$ cat config.mk
export PLATFORM = sky130hd
export DESIGN_NAME = ccd_frame_readout_sequencer
export DESIGN_NICKNAME = d
export VERILOG_FILES = /design/src/ccd_seq_pkg.sv /design/src/ccd_pixel_fifo.sv /design/src/ccd_frame_readout_sequencer.sv
export SDC_FILE = /design/constraint.sdc
export NUM_CORES = 1
export LEC_CHECK = 0
export ABC_AREA = 1
export BUFFER_PORTS_ARGS = -buffer_cell sky130_fd_sc_hd__buf_2
export CAP_MARGIN = 20
export CORE_MARGIN = 1.5
export CORE_UTILIZATION = 35
export CTS_CLUSTER_DIAMETER = 30
export CTS_CLUSTER_SIZE = 12
export DETAILED_ROUTE_END_ITERATION = 6
export PLACE_DENSITY = 0.55
export SETUP_SLACK_MARGIN = 0.02
export SYNTH_ARGS = -nofsm -noshare
export SYNTH_HDL_FRONTEND = slang
export SYNTH_HIERARCHICAL = 1
export SYNTH_SLANG_ARGS = --single-unit
$ cat constraint.sdc
create_clock -name i_clock -period 2.6 [get_ports i_clock]
set_clock_uncertainty 0.15 [all_clocks]
set_input_delay 0.13 -clock i_clock [delete_from_list [all_inputs] [get_ports i_clock]]
set_output_delay 0.13 -clock i_clock [all_outputs]
set_load 0.01 [all_outputs]
$ cat src/ccd_seq_pkg.sv
package ccd_seq_pkg;

  // Line and frame layout
  localparam int DARK_PIX_LEAD  = 4;
  localparam int ACTIVE_PIX     = 1024;
  localparam int DARK_PIX_TRAIL = 8;
  localparam int DARK_LINE_LEAD = 4;
  localparam int ACTIVE_LINES   = 1024;
  localparam int DARK_LINE_TRAIL = 4;
  localparam int PIX_PER_LINE   = DARK_PIX_LEAD + ACTIVE_PIX + DARK_PIX_TRAIL;
  localparam int LINES_PER_FRAME = DARK_LINE_LEAD + ACTIVE_LINES + DARK_LINE_TRAIL;

  // Timing
  localparam int CLK_PERIOD_PS  = 4000;
  localparam int HALF_H_NS      = 250;
  localparam int HALF_H_CYC     = (HALF_H_NS * 1000 + CLK_PERIOD_PS - 1) / CLK_PERIOD_PS;
  localparam int V_STEP_NS      = 8000;
  localparam int V_STEP_CYC     = (V_STEP_NS * 1000 + CLK_PERIOD_PS - 1) / CLK_PERIOD_PS;
  localparam int RST_PULSE_NS   = 40;
  localparam int RST_PULSE_CYC  = (RST_PULSE_NS * 1000 + CLK_PERIOD_PS - 1) / CLK_PERIOD_PS;
  localparam int FLUSH_EXTRA    = 2;
  localparam int FIFO_DEPTH     = 8;
  localparam int SAMPLE_W       = 16;

  // Reset values
  localparam logic PHASE_RST = 1'b0;
  localparam logic SHUT_RST  = 1'b0;

  typedef struct packed {
    logic vertical_phase_a;
    logic vertical_phase_b;
    logic horizontal_phase_a;
    logic horizontal_phase_b;
    logic split_gate_first;
    logic split_gate_second;
    logic output_reset;
    logic shutter_open;
  } ccd_drive_t;

  typedef struct packed {
    logic [SAMPLE_W-1:0] value;
    logic                dark;
    logic                line_end;
    logic                frame_end;
  } pixel_word_t;

endpackage : ccd_seq_pkg

$ cat src/ccd_pixel_fifo.sv
`timescale 1ns/1ps
`default_nettype none
module ccd_pixel_fifo #(
  parameter int WIDTH = 8,
  parameter int DEPTH = 8
) (
  input  wire logic             i_clock,
  input  wire logic             i_reset_n,
  input  wire logic             i_in_valid,
  output var  logic             o_in_ready,
  input  wire logic [WIDTH-1:0] i_in_data,
  output var  logic             o_out_valid,
  input  wire logic             i_out_ready,
  output var  logic [WIDTH-1:0] o_out_data
);
  localparam int AW = $clog2(DEPTH);
  initial
  begin
    if (DEPTH < 2 || (1 << AW) != DEPTH) $error("DEPTH must be a power of two");
  end
  logic [WIDTH-1:0] mem_r [DEPTH];
  logic [AW:0]      wr_r;
  logic [AW:0]      rd_r;
  logic             push;
  logic             pop;
  logic             full;
  logic             empty;
  assign full  = (wr_r[AW] != rd_r[AW]) && (wr_r[AW-1:0] == rd_r[AW-1:0]);
  assign empty = (wr_r == rd_r);
  assign push  = i_in_valid && !full;
  assign pop   = !empty && i_out_ready;
  assign o_in_ready  = !full;
  assign o_out_valid = !empty;
  assign o_out_data  = mem_r[rd_r[AW-1:0]];
  always_ff @(posedge i_clock)
  begin
    if (push) mem_r[wr_r[AW-1:0]] <= i_in_data;
  end
  always_ff @(posedge i_clock)
  begin
    if (!i_reset_n) wr_r <= '0;
    else if (push) wr_r <= wr_r + 1'b1;
  end
  always_ff @(posedge i_clock)
  begin
    if (!i_reset_n) rd_r <= '0;
    else if (pop) rd_r <= rd_r + 1'b1;
  end
endmodule : ccd_pixel_fifo
`default_nettype wire

$ cat src/ccd_frame_readout_sequencer.sv
// Contract
// - Both vertical phases low during exposure
// - Line transfer starts raising vertical phase A
// - Swap vertical phases: A low, B high
// - Second swap, then phase A low
// - Read line by complementary horizontal clocking
// - Pulse output reset after each sample
// - Repeat until all lines read
// - Wide range: second gate blocked, first follows
// - High gain: first gate blocked, second follows
// - Shutter closed during readout
`timescale 1ns/1ps
`default_nettype none
module ccd_frame_readout_sequencer
  import ccd_seq_pkg::*;
#(
  parameter int EXPOSE_CYC = 250000,
  parameter int PIX_LINE   = PIX_PER_LINE,
  parameter int LINES      = LINES_PER_FRAME
) (
  input  wire logic                i_clock,
  input  wire logic                i_reset_n,
  input  wire logic                i_start,
  input  wire logic                i_high_gain,
  input  wire logic [SAMPLE_W-1:0] i_adc_data,
  output var  logic                o_adc_strobe,
  output var  ccd_drive_t          o_drive,
  output var  logic                o_busy,
  output var  pixel_word_t         o_pix_data,
  output var  logic                o_pix_valid,
  input  wire logic                i_pix_ready
);
  initial
  begin
    if (EXPOSE_CYC < 1 || PIX_LINE < 1 || LINES < 1) $error("bad sequencer parameters");
  end

  typedef enum logic [3:0] {
    ST_IDLE, ST_EXPOSE, ST_VA, ST_VSWAP, ST_VSWAP2, ST_VEND,
    ST_HA, ST_HB, ST_SAMPLE, ST_RESET, ST_WAIT
  } state_t;

  state_t      state_r;
  logic [31:0] tmr_r;
  logic [15:0] pix_r;
  logic [15:0] line_r;
  ccd_drive_t  drv_r;
  logic        strobe_r;
  logic        hg_r;
  pixel_word_t word_r;
  logic        word_v_r;
  logic        fifo_ready;
  logic        tmr_done;
  logic        line_dark;
  logic        pix_dark;
  logic        last_pix;
  logic        last_line;

  assign tmr_done  = (tmr_r == 32'h0000_0000);
  assign last_pix  = (pix_r == 16'(PIX_LINE + FLUSH_EXTRA - 1));
  assign last_line = (line_r == 16'(LINES - 1));
  assign pix_dark  = (pix_r < 16'(DARK_PIX_LEAD)) || (pix_r >= 16'(DARK_PIX_LEAD + ACTIVE_PIX));
  assign line_dark = (line_r < 16'(DARK_LINE_LEAD))
                   || (line_r >= 16'(DARK_LINE_LEAD + ACTIVE_LINES));

  // Sequencer state, timer and counters
  always_ff @(posedge i_clock)
  begin
    if (!i_reset_n)
    begin
      state_r <= ST_IDLE;
      tmr_r   <= 32'h0000_0000;
      pix_r   <= 16'h0000;
      line_r  <= 16'h0000;
    end
    else if (!tmr_done && state_r != ST_IDLE && state_r != ST_WAIT)
    begin
      tmr_r <= tmr_r - 32'h0000_0001;
    end
    else
    begin
      case (state_r)
        ST_IDLE:
        begin
          if (i_start)
          begin
            state_r <= ST_EXPOSE;
            tmr_r   <= 32'(EXPOSE_CYC - 1);
            line_r  <= 16'h0000;
          end
        end
        ST_EXPOSE:
        begin
          state_r <= ST_VA;
          tmr_r   <= 32'(V_STEP_CYC - 1);
        end
        ST_VA:
        begin
          state_r <= ST_VSWAP;
          tmr_r   <= 32'(V_STEP_CYC - 1);
        end
        ST_VSWAP:
        begin
          state_r <= ST_VSWAP2;
          tmr_r   <= 32'(V_STEP_CYC - 1);
        end
        ST_VSWAP2:
        begin
          state_r <= ST_VEND;
          tmr_r   <= 32'(V_STEP_CYC - 1);
        end
        ST_VEND:
        begin
          state_r <= ST_HA;
          pix_r   <= 16'h0000;
          tmr_r   <= 32'(HALF_H_CYC - 1);
        end
        ST_HA:
        begin
          state_r <= ST_HB;
          tmr_r   <= 32'(HALF_H_CYC - 1);
        end
        ST_HB:
        begin
          state_r <= ST_SAMPLE;
        end
        ST_SAMPLE:
        begin
          state_r <= ST_RESET;
          tmr_r   <= 32'(RST_PULSE_CYC - 1);
        end
        ST_RESET:
        begin
          state_r <= ST_WAIT;
        end
        ST_WAIT:
        begin
          if (fifo_ready && !word_v_r)
          begin
            if (!last_pix)
            begin
              state_r <= ST_HA;
              pix_r   <= pix_r + 16'h0001;
              tmr_r   <= 32'(HALF_H_CYC - 1);
            end
            else if (!last_line)
            begin
              state_r <= ST_VA;
              line_r  <= line_r + 16'h0001;
              tmr_r   <= 32'(V_STEP_CYC - 1);
            end
            else
            begin
              state_r <= ST_IDLE;
            end
          end
        end
        default:
        begin
          state_r <= ST_IDLE;
        end
      endcase
    end
  end

  // Output selection is latched at frame start
  always_ff @(posedge i_clock)
  begin
    if (!i_reset_n) hg_r <= 1'b0;
    else if (state_r == ST_IDLE && i_start) hg_r <= i_high_gain;
  end

  // Pin drive levels
  always_ff @(posedge i_clock)
  begin
    if (!i_reset_n)
    begin
      drv_r <= '0;
    end
    else
    begin
      drv_r.vertical_phase_a <= (state_r == ST_VA) || (state_r == ST_VSWAP2);
      drv_r.vertical_phase_b <= (state_r == ST_VSWAP);
      drv_r.horizontal_phase_a <= (state_r != ST_HB) && (state_r != ST_IDLE) && (state_r != ST_EXPOSE);
      drv_r.horizontal_phase_b <= (state_r == ST_HB);
      drv_r.split_gate_first  <= !hg_r && (state_r == ST_HB);
      drv_r.split_gate_second <= hg_r && (state_r == ST_HB);
      drv_r.output_reset <= (state_r == ST_RESET);
      drv_r.shutter_open <= (state_r == ST_EXPOSE);
    end
  end

  // Sample strobe rises on the same edge that horizontal B falls
  always_ff @(posedge i_clock)
  begin
    if (!i_reset_n) strobe_r <= 1'b0;
    else strobe_r <= (state_r == ST_SAMPLE) && tmr_done;
  end

  // Captured sample toward the FIFO; flush pixels beyond the line are dropped
  always_ff @(posedge i_clock)
  begin
    if (!i_reset_n)
    begin
      word_r   <= '0;
      word_v_r <= 1'b0;
    end
    else if (state_r == ST_RESET && tmr_done && pix_r < 16'(PIX_LINE))
    begin
      word_r.value     <= i_adc_data;
      word_r.dark      <= pix_dark || line_dark;
      word_r.line_end  <= (pix_r == 16'(PIX_LINE - 1));
      word_r.frame_end <= (pix_r == 16'(PIX_LINE - 1)) && last_line;
      word_v_r         <= 1'b1;
    end
    else if (word_v_r && fifo_ready)
    begin
      word_v_r <= 1'b0;
    end
  end

  ccd_pixel_fifo #(
    .WIDTH ($bits(pixel_word_t)),
    .DEPTH (FIFO_DEPTH)
  ) u_fifo (
    .i_clock     (i_clock),
    .i_reset_n   (i_reset_n),
    .i_in_valid  (word_v_r),
    .o_in_ready  (fifo_ready),
    .i_in_data   (word_r),
    .o_out_valid (o_pix_valid),
    .i_out_ready (i_pix_ready),
    .o_out_data  (o_pix_data)
  );

  assign o_drive      = drv_r;
  assign o_adc_strobe = strobe_r;

  always_ff @(posedge i_clock)
  begin
    if (!i_reset_n) o_busy <= 1'b0;
    else o_busy <= (state_r != ST_IDLE);
  end
endmodule : ccd_frame_readout_sequencer
`default_nettype wire

[Word level (Yosys, flattened, before mapping)]
Memories as Yosys holds them, arrays and structs flattened. A register that Yosys moved wholly into a read port is not among the register bits.
Cells that the tools add are included.
W data, S select, Z words.
Storage, ports and cells
  memories: 1
  bits in registers: 107
  bits in writable memories: 152
  word-level logic and storage cells: 123
  output and inout port bits: 30
  input bits: 21
Memories
  u_fifo.mem_r: depth 8, width 19, read ports 1, clocked after Yosys merged registers in 1, wr ports 1, RTL line ccd_pixel_fifo.sv:21  | logic [WIDTH-1:0] mem_r [DEPTH];
Operators by class
  reduce and logical (&&, ||, !) cells: 37
  bitwise gates (word level): 1
  equal/unequal tests: 27
  order comparisons: 5
  $add $sub $neg: 5
  muxes and demuxes: 25
Operator list (count)
  $mux W32: 5
  $pmux W32 S5: 1
  $mux W16: 6
  $pmux W16 S2: 2
  $eq A16 B11 Y1 const B: 3
  $pmux W4 S11: 1
  $add A16 B1 Y16 const B: 2
  $ge A16 B11 Y1 const B: 2
  $logic_not A32 Y1: 1
  $lt A16 B3 Y1 const B: 2
  $sub A32 B1 Y32 const B: 1
  $eq A4 B3 Y1 const B: 4
  $lt A16 B11 Y1 const B: 1
  $logic_and A1 B1 Y1: 15
  $eq A4 B4 Y1 const B: 3
  $ne A2 B2 Y1 const B: 5
  $mux W3: 3
  $add A4 B1 Y4 const B: 2
  $eq A4 B2 Y1 const B: 2
  $mux W4: 2
  $ne A4 B4 Y1 const B: 2
  $reduce_and A4 Y1: 2
  $ne A3 B3 Y1 const B: 2
  $reduce_and A6 Y1: 1
  other kinds (18): 30

[Longest topological paths before layout]
Gate-level depths: netlist of the first run.
  word-level depth: 7
  gate-level depth with buffers: 15
  gate-level depth less buffers: 14

[Hierarchy]
The synthesis of the first run kept the hierarchy.
By module, submodules not included
  ccd_pixel_fifo: area an instance 6496.2 µm², cells an instance 486, instances 1, seq. area each 4784.6 µm²
  ccd_frame_readout_sequencer: area an instance 5819.3 µm², cells an instance 924, instances 1, seq. area each 1981.9 µm²

[Worst setup path before layout of the first run]
Ideal clock, no wire load.
  path kind: register -> register
  from: register u_fifo.wr_r[0]
  to: memory u_fifo/mem_r[0][0] in the netlist's numbering, enable pin
  slack: 0.291 ns
  required time: 2.055 ns
  library setup time: 0.395 ns
  cell stages (with the launch flop): 9
  period minus slack after synthesis: 2.309 ns
  path buffers: 0
  data arrival time: 1.765 ns
  path through: dfxtp_1 inv_2 nand2_1 nand2_1 nand4_2 nand2_2 inv_2 nand2_2 nor2_1
On the way
  longest elaborated chain between the ends: 6
RTL lines
  start: declaration: RTL line ccd_pixel_fifo.sv:22  | logic [AW:0] wr_r;
  start signal: assignment: RTL line ccd_pixel_fifo.sv:42  | else if (push) wr_r <= wr_r + 1'b1;
  $eq A3 B3 Y1: RTL line ccd_pixel_fifo.sv:28  | assign full = (wr_r[AW] != rd_r[AW]) && (wr_r[AW-1:0] == rd_r[AW-1:0]);
  $logic_and A1 B1 Y1: RTL line ccd_pixel_fifo.sv:28
  $logic_not A1 Y1
  named net fifo_ready: RTL line ccd_frame_readout_sequencer.sv:52  | logic fifo_ready;
  $logic_and A1 B1 Y1: RTL line ccd_pixel_fifo.sv:30  | assign push = i_in_valid && !full;
  $mux W1: RTL line ccd_pixel_fifo.sv:37  | if (push) mem_r[wr_r[AW-1:0]] <= i_in_data;
  $mux W1 (implied by the code): RTL line ccd_pixel_fifo.sv:37
  end: declaration: RTL line ccd_pixel_fifo.sv:21
The timed path passes the listed nets, and every way through them passes these cells.

[Worst setup path after layout of the first run]
  from: register state_r[2]
  to: register hg_r
On the way
  longest elaborated chain between the ends: 2
RTL lines
  start: declaration: RTL line ccd_frame_readout_sequencer.sv:43  | state_t state_r;
  start signal: assignment: RTL line ccd_frame_readout_sequencer.sv:71  | state_r <= ST_IDLE;
  start signal: assignment: RTL line ccd_frame_readout_sequencer.sv:87  | state_r <= ST_EXPOSE;
  start signal: assignment: RTL line ccd_frame_readout_sequencer.sv:94  | state_r <= ST_VA;
  $logic_not A4 Y1: RTL line ccd_frame_readout_sequencer.sv:170  | else if (state_r == ST_IDLE && i_start) hg_r <= i_high_gain;
  $logic_and A1 B1 Y1: RTL line ccd_frame_readout_sequencer.sv:170
  end signal: assignment: RTL line ccd_frame_readout_sequencer.sv:170
  end: declaration: RTL line ccd_frame_readout_sequencer.sv:49  | logic hg_r;
Every way passes these cells.
A chain may end at the register's enable or synchronous reset.

==> flow_summary.json, run 1 <==
{
  "cts_sinks": 262,
  "cts_buffer_depth": 3,
  "power_density_nw_per_um2": 1020,
  "maxUsedRoutingLayer": "met4",
  "synth_top_flop_cell": "edfxtp_1",
  "stdcell_count": 2032,
  "dp_cells": 1897,
  "nFillCells": 3315,
  "vdd_drop_max_v": 0.000715,
  "synth.most_common_cell": "nand2_1",
  "holdPathStages": 4,
  "regArea_um2": 6770,
  "cp.arrival_ps": 2810,
  "dieArea_um2": 36300,
  "worstSetupStartpointType": "flop",
  "fin_crit_sh_pct": 96.7,
  "grt_max_degree": 77,
  "initial_core_util_pct": 35.6,
  "totalWireLength_um": 30900,
  "relSlewSlack_pct": 65.2,
  "synthCells": 1410,
  "drtIter0Drc": 630,
  "setup_tns_ps": 0,
  "critPathMaxFanout": 5,
  "cp.required_ps": 2890,
  "yosys_register_bits": 262,
  "multi_input_area_um2": 4890,
  "die_h_um": 191,
  "vias": 9872,
  "seq_area_frac_synth_pct": 54.9,
  "rsz0062_at_grt": "false",
  "synth.cell_area_um2": 12300,
  "dr_wl_met2_um": 14500,
  "design_power_total_w": 0.0158,
  "firstDrtPassIters": 5,
  "drtAntennaViolNets": 0,
  "via_per_inst": 4.86,
  "critical_path.endpoint_type": "flop",
  "antenna_found_initial": 0,
  "cts.clk_slew.worst_paths_ps": 50,
  "fmax_mhz": 398,
  "coreArea_um2": 34600,
  "area_growth_pct": 25.7,
  "drc": 0,
  "row_count": 68,
  "tightest_slew_ps": 522,
  "drive_gt1_share_pct": 15.8,
  "holdWs_ps": 166,
  "wl_met3_um": 1290,
  "synth_area_leaders": "edfxtp_1 37%, dfxtp_1 18%, nand2_1 9.8%",
  "r2r_cells": 8,
  "min_period_ps": 2520,
  "grt_usage_pct": 17.2,
  "hold_viol_final": 0,
  "avgRoutedWirePerCell_um": 15.2,
  "synth_edf_count": 152,
  "dpl.hpwl_um": 19500,
  "syn_avg_cell_area_um2": 8.73,
  "root_buffer": "clkbuf_16",
  "grt_pass1_vias": 9461,
  "setup_viol": 0,
  "post-cts-setup-buffer-count": 0,
  "gr-total-overflow": 0,
  "synth_common_cells": "323 x nand2_1, 240 x nor2_1, 152 x edfxtp_1, 110 x dfxtp_1, 83 x inv_1",
  "yosys_warnings": 6,
  "met1_length_um": 14600,
  "die_x_um": 191,
  "place_congestion": 0.871,
  "status": "finished, final reports clean",
  "port_buffers": 50,
  "fin_nets": 1556,
  "async_reset_ff_share_pct": 0,
  "path_class": "flop to flop",
  "syn_nets": 1440,
  "maxCapViolations": 0,
  "htreeDepth": 2,
  "tritoncts": "done",
  "yosys.cell_types.count": 41,
  "io-pin-count": 51,
  "synth_top_area_share_pct": 37.1,
  "insertion_delay_ps": 590,
  "antenna_cells": 0,
  "power.leakage_nw": 5.88,
  "grt_pass1_wl_um": 50000,
  "hp-class": "primary input to flop",
  "cts_buffers": 60,
  "yosysTopAreaCell": "edfxtp_1",
  "slew_violations": 0
}
==> metal layers <==
layer	track usage, %	vias to the layer above
li1	-	5010
met1	22.8	4632
met2	29.0	182
met3	3.00	48
met4	4.39	0
met5	0	-
==> kinds of logic (layout without fill, tap and decap cells) <==
| logic type | after synthesis | in the layout | share of synthesized area (%) |
|---|---|---|---|
| AND/OR/NAND/NOR | 720 | 720 | 24.7 |
| flip-flops | 262 | 262 | 54.9 |
| AO/OA/AOI/OAI | 194 | 194 | 8.38 |
| buffers and inverters | 153 | 320 | 5.54 |
| multiplexers | 38 | 38 | 3.09 |
| XOR/XNOR | 34 | 34 | 2.42 |
| adder cells (fa/ha/maj) | 9 | 9 | 0.914 |
==> stage by stage <==
stage / cell area, um2 / util [%] / worst slack (ps)
after floorplan: 12300 / - / 291
after global placement: 13100 / 38.0 / 326
after detailed placement: 13100 / 38.0 / 244
after CTS: 15500 / 44.7 / 38.9
after global routing: 15500 / 44.7 / 26.7
final: 15500 / 44.7 / 84.8
==> registers in the layout (all words and copies together) (netlist names), named ones only <==
name / flops
u_fifo/rd_r: 4
state_r: 4
o_drive: 8
o_busy: 1
pix_r: 16
word_r: 19
hg_r: 1
word_v_r: 1
tmr_r: 32
line_r: 16
u_fifo/wr_r: 4
o_adc_strobe: 1
u_fifo/mem_r: 152
==> layout make-up <==
cell class | count | share of cell area [%]
Clock buffer | 69 | 10.4
Tap cell | 455 | 3.68
Timing Repair Buffer | 110 | 4.99
Multi-Input combinational cell | 995 | 31.6
Clock inverter | 44 | 3.26
Inverter | 97 | 2.35
Sequential cell | 262 | 43.7
==> worst paths after layout <==
check,to,slack [ps],start
max,hg_r,80,state_r[2]
min,word_r[13],170,i_adc_data[10]
max reg2reg,hg_r,80,state_r[2]
min reg2reg,o_drive[3],270,hg_r
==> worst max-delay path: stages, from the launching register on <==
cell	delay, ps
dfxtp_1	330
nor2_1	250
inv_2	90
nor2_4	190
nand2_1	90
o21ai_0	130
dlygate4sd3_1	560
a21oi_1	40
dlygate4sd3_1	560
==> placed cells by master (no fill, tap or decap), types with 3 or more instances in the layout <==
master,instances
inv_2,13
nand2_1,323
xor2_1,27
o21ai_1,4
nand3_1,65
buf_4,36
o21bai_1,3
a21oi_1,75
or2_2,7
nand4_1,34
dfxtp_1,108
dlygate4sd3_1,22
o22ai_1,38
nor2_2,13
xnor2_1,7
clkbuf_16,60
clkinvlp_4,9
clkbuf_8,7
nor4_1,5
inv_1,82
edfxtp_1,152
inv_6,11
clkinv_4,4
buf_2,50
ha_1,9
o21ai_0,71
nand2_2,6
nor2_1,232
mux2i_1,38
clkinv_1,3
bufinv_16,6
clkinv_2,10
nor3_1,21
==> report_power, final <==
| part | leakage (nW) | internal [W] | switching, W |
|---|---|---|---|
| logic | 2.63 | 0.00111 | 0.00239 |
| registers | 2.24 | 0.00453 | 0.000171 |
| clock network | 1.01 | 0.00507 | 0.00250 |
| total | 5.88 | 0.0107 | 0.00507 |
==> what timing repair did <==
item / CTS / global route
hold endpoints to repair: 44 / 0
endpoints found under the setup margin: 0 / 20
hold buffers: 22 / 0
gates resized for setup: 0 / 2
No activity file was read; power rests on OpenSTA's default activity.
==> inputs of run 2 (changes only) <==
ABC_AREA = 0   (was 1)
==> flow_summary.json, run 2 <==
{
  "row_count": 66,
  "rsz0062_at_grt": "true",
  "status": "complete, but fails checks",
  "hold_viol_final": 0,
  "cts_sinks": 262,
  "rrSetupSlack_ps": -140,
  "synth_edf_count": 152,
  "grt_pass1_wl_um": 45500,
  "violations": "setup timing",
  "fmax_mhz": 365,
  "async_reset_ff_share_pct": 0,
  "hp-class": "primary input to flop",
  "vias": 8497,
  "grt_max_degree": 39,
  "min_from": "i_adc_data[13]",
  "cts_buffers": 59,
  "dp_cells": 1505,
  "setup_viol": 70,
  "yosys_register_bits": 262,
  "area_growth_pct": 41.4,
  "fin_crit_sh_pct": 105,
  "gr-total-overflow": 0,
  "synth_top_flop_cell": "edfxtp_1",
  "fin_util_pct": 50.5,
  "drc": 0,
  "port_buffers": 50,
  "timing.rr.start": "pix_r[4]",
  "slew_violations": 0,
  "syn_avg_cell_area_um2": 12.3,
  "critical_path.endpoint_type": "flop",
  "power.leakage_nw": 6.01,
  "avgRoutedWirePerCell_um": 18.0,
  "syn_nets": 981,
  "die_x_um": 186,
  "path_class": "flop to flop",
  "postPlaceCellArea_um2": 13300,
  "yosys_warnings": 6,
  "firstDrtPassIters": 5,
  "cp.arrival_ps": 3050,
  "final_common_cell": "edfxtp_1",
  "initial_core_util_pct": 35.7,
  "synth_area_leaders": "edfxtp_1 39%, dfxtp_1 19%, mux4_2 5.6%",
  "cts.clk_slew.worst_paths_ps": 50,
  "dieArea_um2": 34500,
  "crit_start": "pix_r[4]",
  "relSlewSlack_pct": 55.6,
  "tightest_slew_ps": 659,
  "crit_end": "pix_r[15]",
  "worstSetupStartpointType": "flop",
  "vdd_drop_max_v": 0.000665,
  "grt_pass1_vias": 8446,
  "tritoncts": "done",
  "final_cell_mix": "152 x edfxtp_1, 106 x dfxtp_1, 105 x buf_4, 70 x nand2_1, 63 x nor2_1",
  "largest_reg_flops": 152,
  "setup_slack_ps": -138,
  "synth_top_area_share_pct": 39.1,
  "grt_usage_pct": 17.0,
  "critPathMaxFanout": 3,
  "fin_nets": 1194,
  "r2r_cells": 8,
  "place_ws_ps": -268,
  "antenna_cells": 0,
  "stdcell_count": 1657,
  "insertion_delay_ps": 600,
  "setup_tns_ps": -5040,
  "min_period_ps": 2740,
  "drtIter0Drc": 434,
  "drive_gt1_share_pct": 40.4,
  "final_cell_area_um2": 16500,
  "root_buffer": "clkbuf_16",
  "place_congestion": 0.823,
  "htreeDepth": 2,
  "via_per_inst": 5.13,
  "yosysTopAreaCell": "edfxtp_1",
  "cts_buffer_depth": 3,
  "io-pin-count": 51,
  "synthCells": 951,
  "synth.most_common_cell": "edfxtp_1",
  "maxCapViolations": 0,
  "synth.cell_area_um2": 11700,
  "dpl.hpwl_um": 17400,
  "timing.rr.end": "pix_r[15]",
  "coreArea_um2": 32700,
  "antenna_found_initial": 0,
  "cp.required_ps": 2910,
  "yosys.cell_types.count": 79,
  "drtAntennaViolNets": 0,
  "synth_common_cells": "152 x edfxtp_1, 110 x dfxtp_1, 104 x nand2_1, 68 x nor2_1, 54 x a21oi_1",
  "power_density_nw_per_um2": 959,
  "seq_area_frac_synth_pct": 58.0,
  "die_h_um": 186,
  "totalWireLength_um": 29800
}
[run 2: per-layer routing]
metal  routed length (um)  global-route usage, %
met5                    0                      0
met4                  546                   5.26
met3                 1310                   2.66
met2                14900                   29.2
met1                13000                   21.9
[run 2: repair_timing]
action                                  CTS  global route
pin swaps                                57            28
hold endpoints to repair                 39             0
endpoints found under the setup margin   82            96
hold buffers                             21             0
resized for setup                        95            90
buffers inserted                          7             4
cloned                                    6             5
[run 2: area by class of cell]
cell class                      instances  area [um2]
Clock buffer                           68        1570
Clock inverter                         44         547
Fill cell                            2869       16200
Inverter                               14        52.6
Multi-Input combinational cell        619        5260
Sequential cell                       262        6770
Tap cell                              442         553
Timing Repair Buffer                  208        1750
[run 2: worst min path at each step]
stage	end	slack, ps	cells after the start
floorplan	word_r[10]	120	2
global placement	word_r[16]	230	3
detailed placement	word_r[16]	230	3
CTS	word_r[16]	150	4
global route	word_r[16]	180	4
finish	word_r[16]	160	4
[run 2: where the power goes]
part,switching (W),internal [W]
Sequential,0.000156,0.00451
Combinational,0.00188,0.00165
Clock,0.00260,0.00503
Total,0.00463,0.0112
[run 2: per-stage QoR]
| stage | hold WS, ps | power (W) |
|---|---|---|
| 2_1_floorplan | 120 | 0.00655 |
| 3_3_place_gp | 232 | 0.00767 |
| 3_5_place_dp | 235 | 0.00769 |
| 4_1_cts | 151 | 0.0157 |
| 5_1_grt | 176 | 0.0165 |
| 6_report | 161 | 0.0158 |
[run 2: logic make-up after synthesis]
| kind of cell | synth area share (%) |
|---|---|
| DFF | 58.0 |
| muxes | 11.1 |
| buffers and inverters | 2.91 |
| adders and majority gates | 0.964 |
| xor gates and xnor gates | 2.91 |
| AOI/OAI and AO/OA | 8.34 |
| and+or+nand+nor | 15.9 |
[run 2: critical path, cell delays in order (launching register included)]
cell      delay, ps
dfxtp_1         310
or4_4           540
or4_4           510
or2_4           280
buf_4           150
a21oi_4         180
and4bb_2        260
xor2_1          130
nor2b_1         120
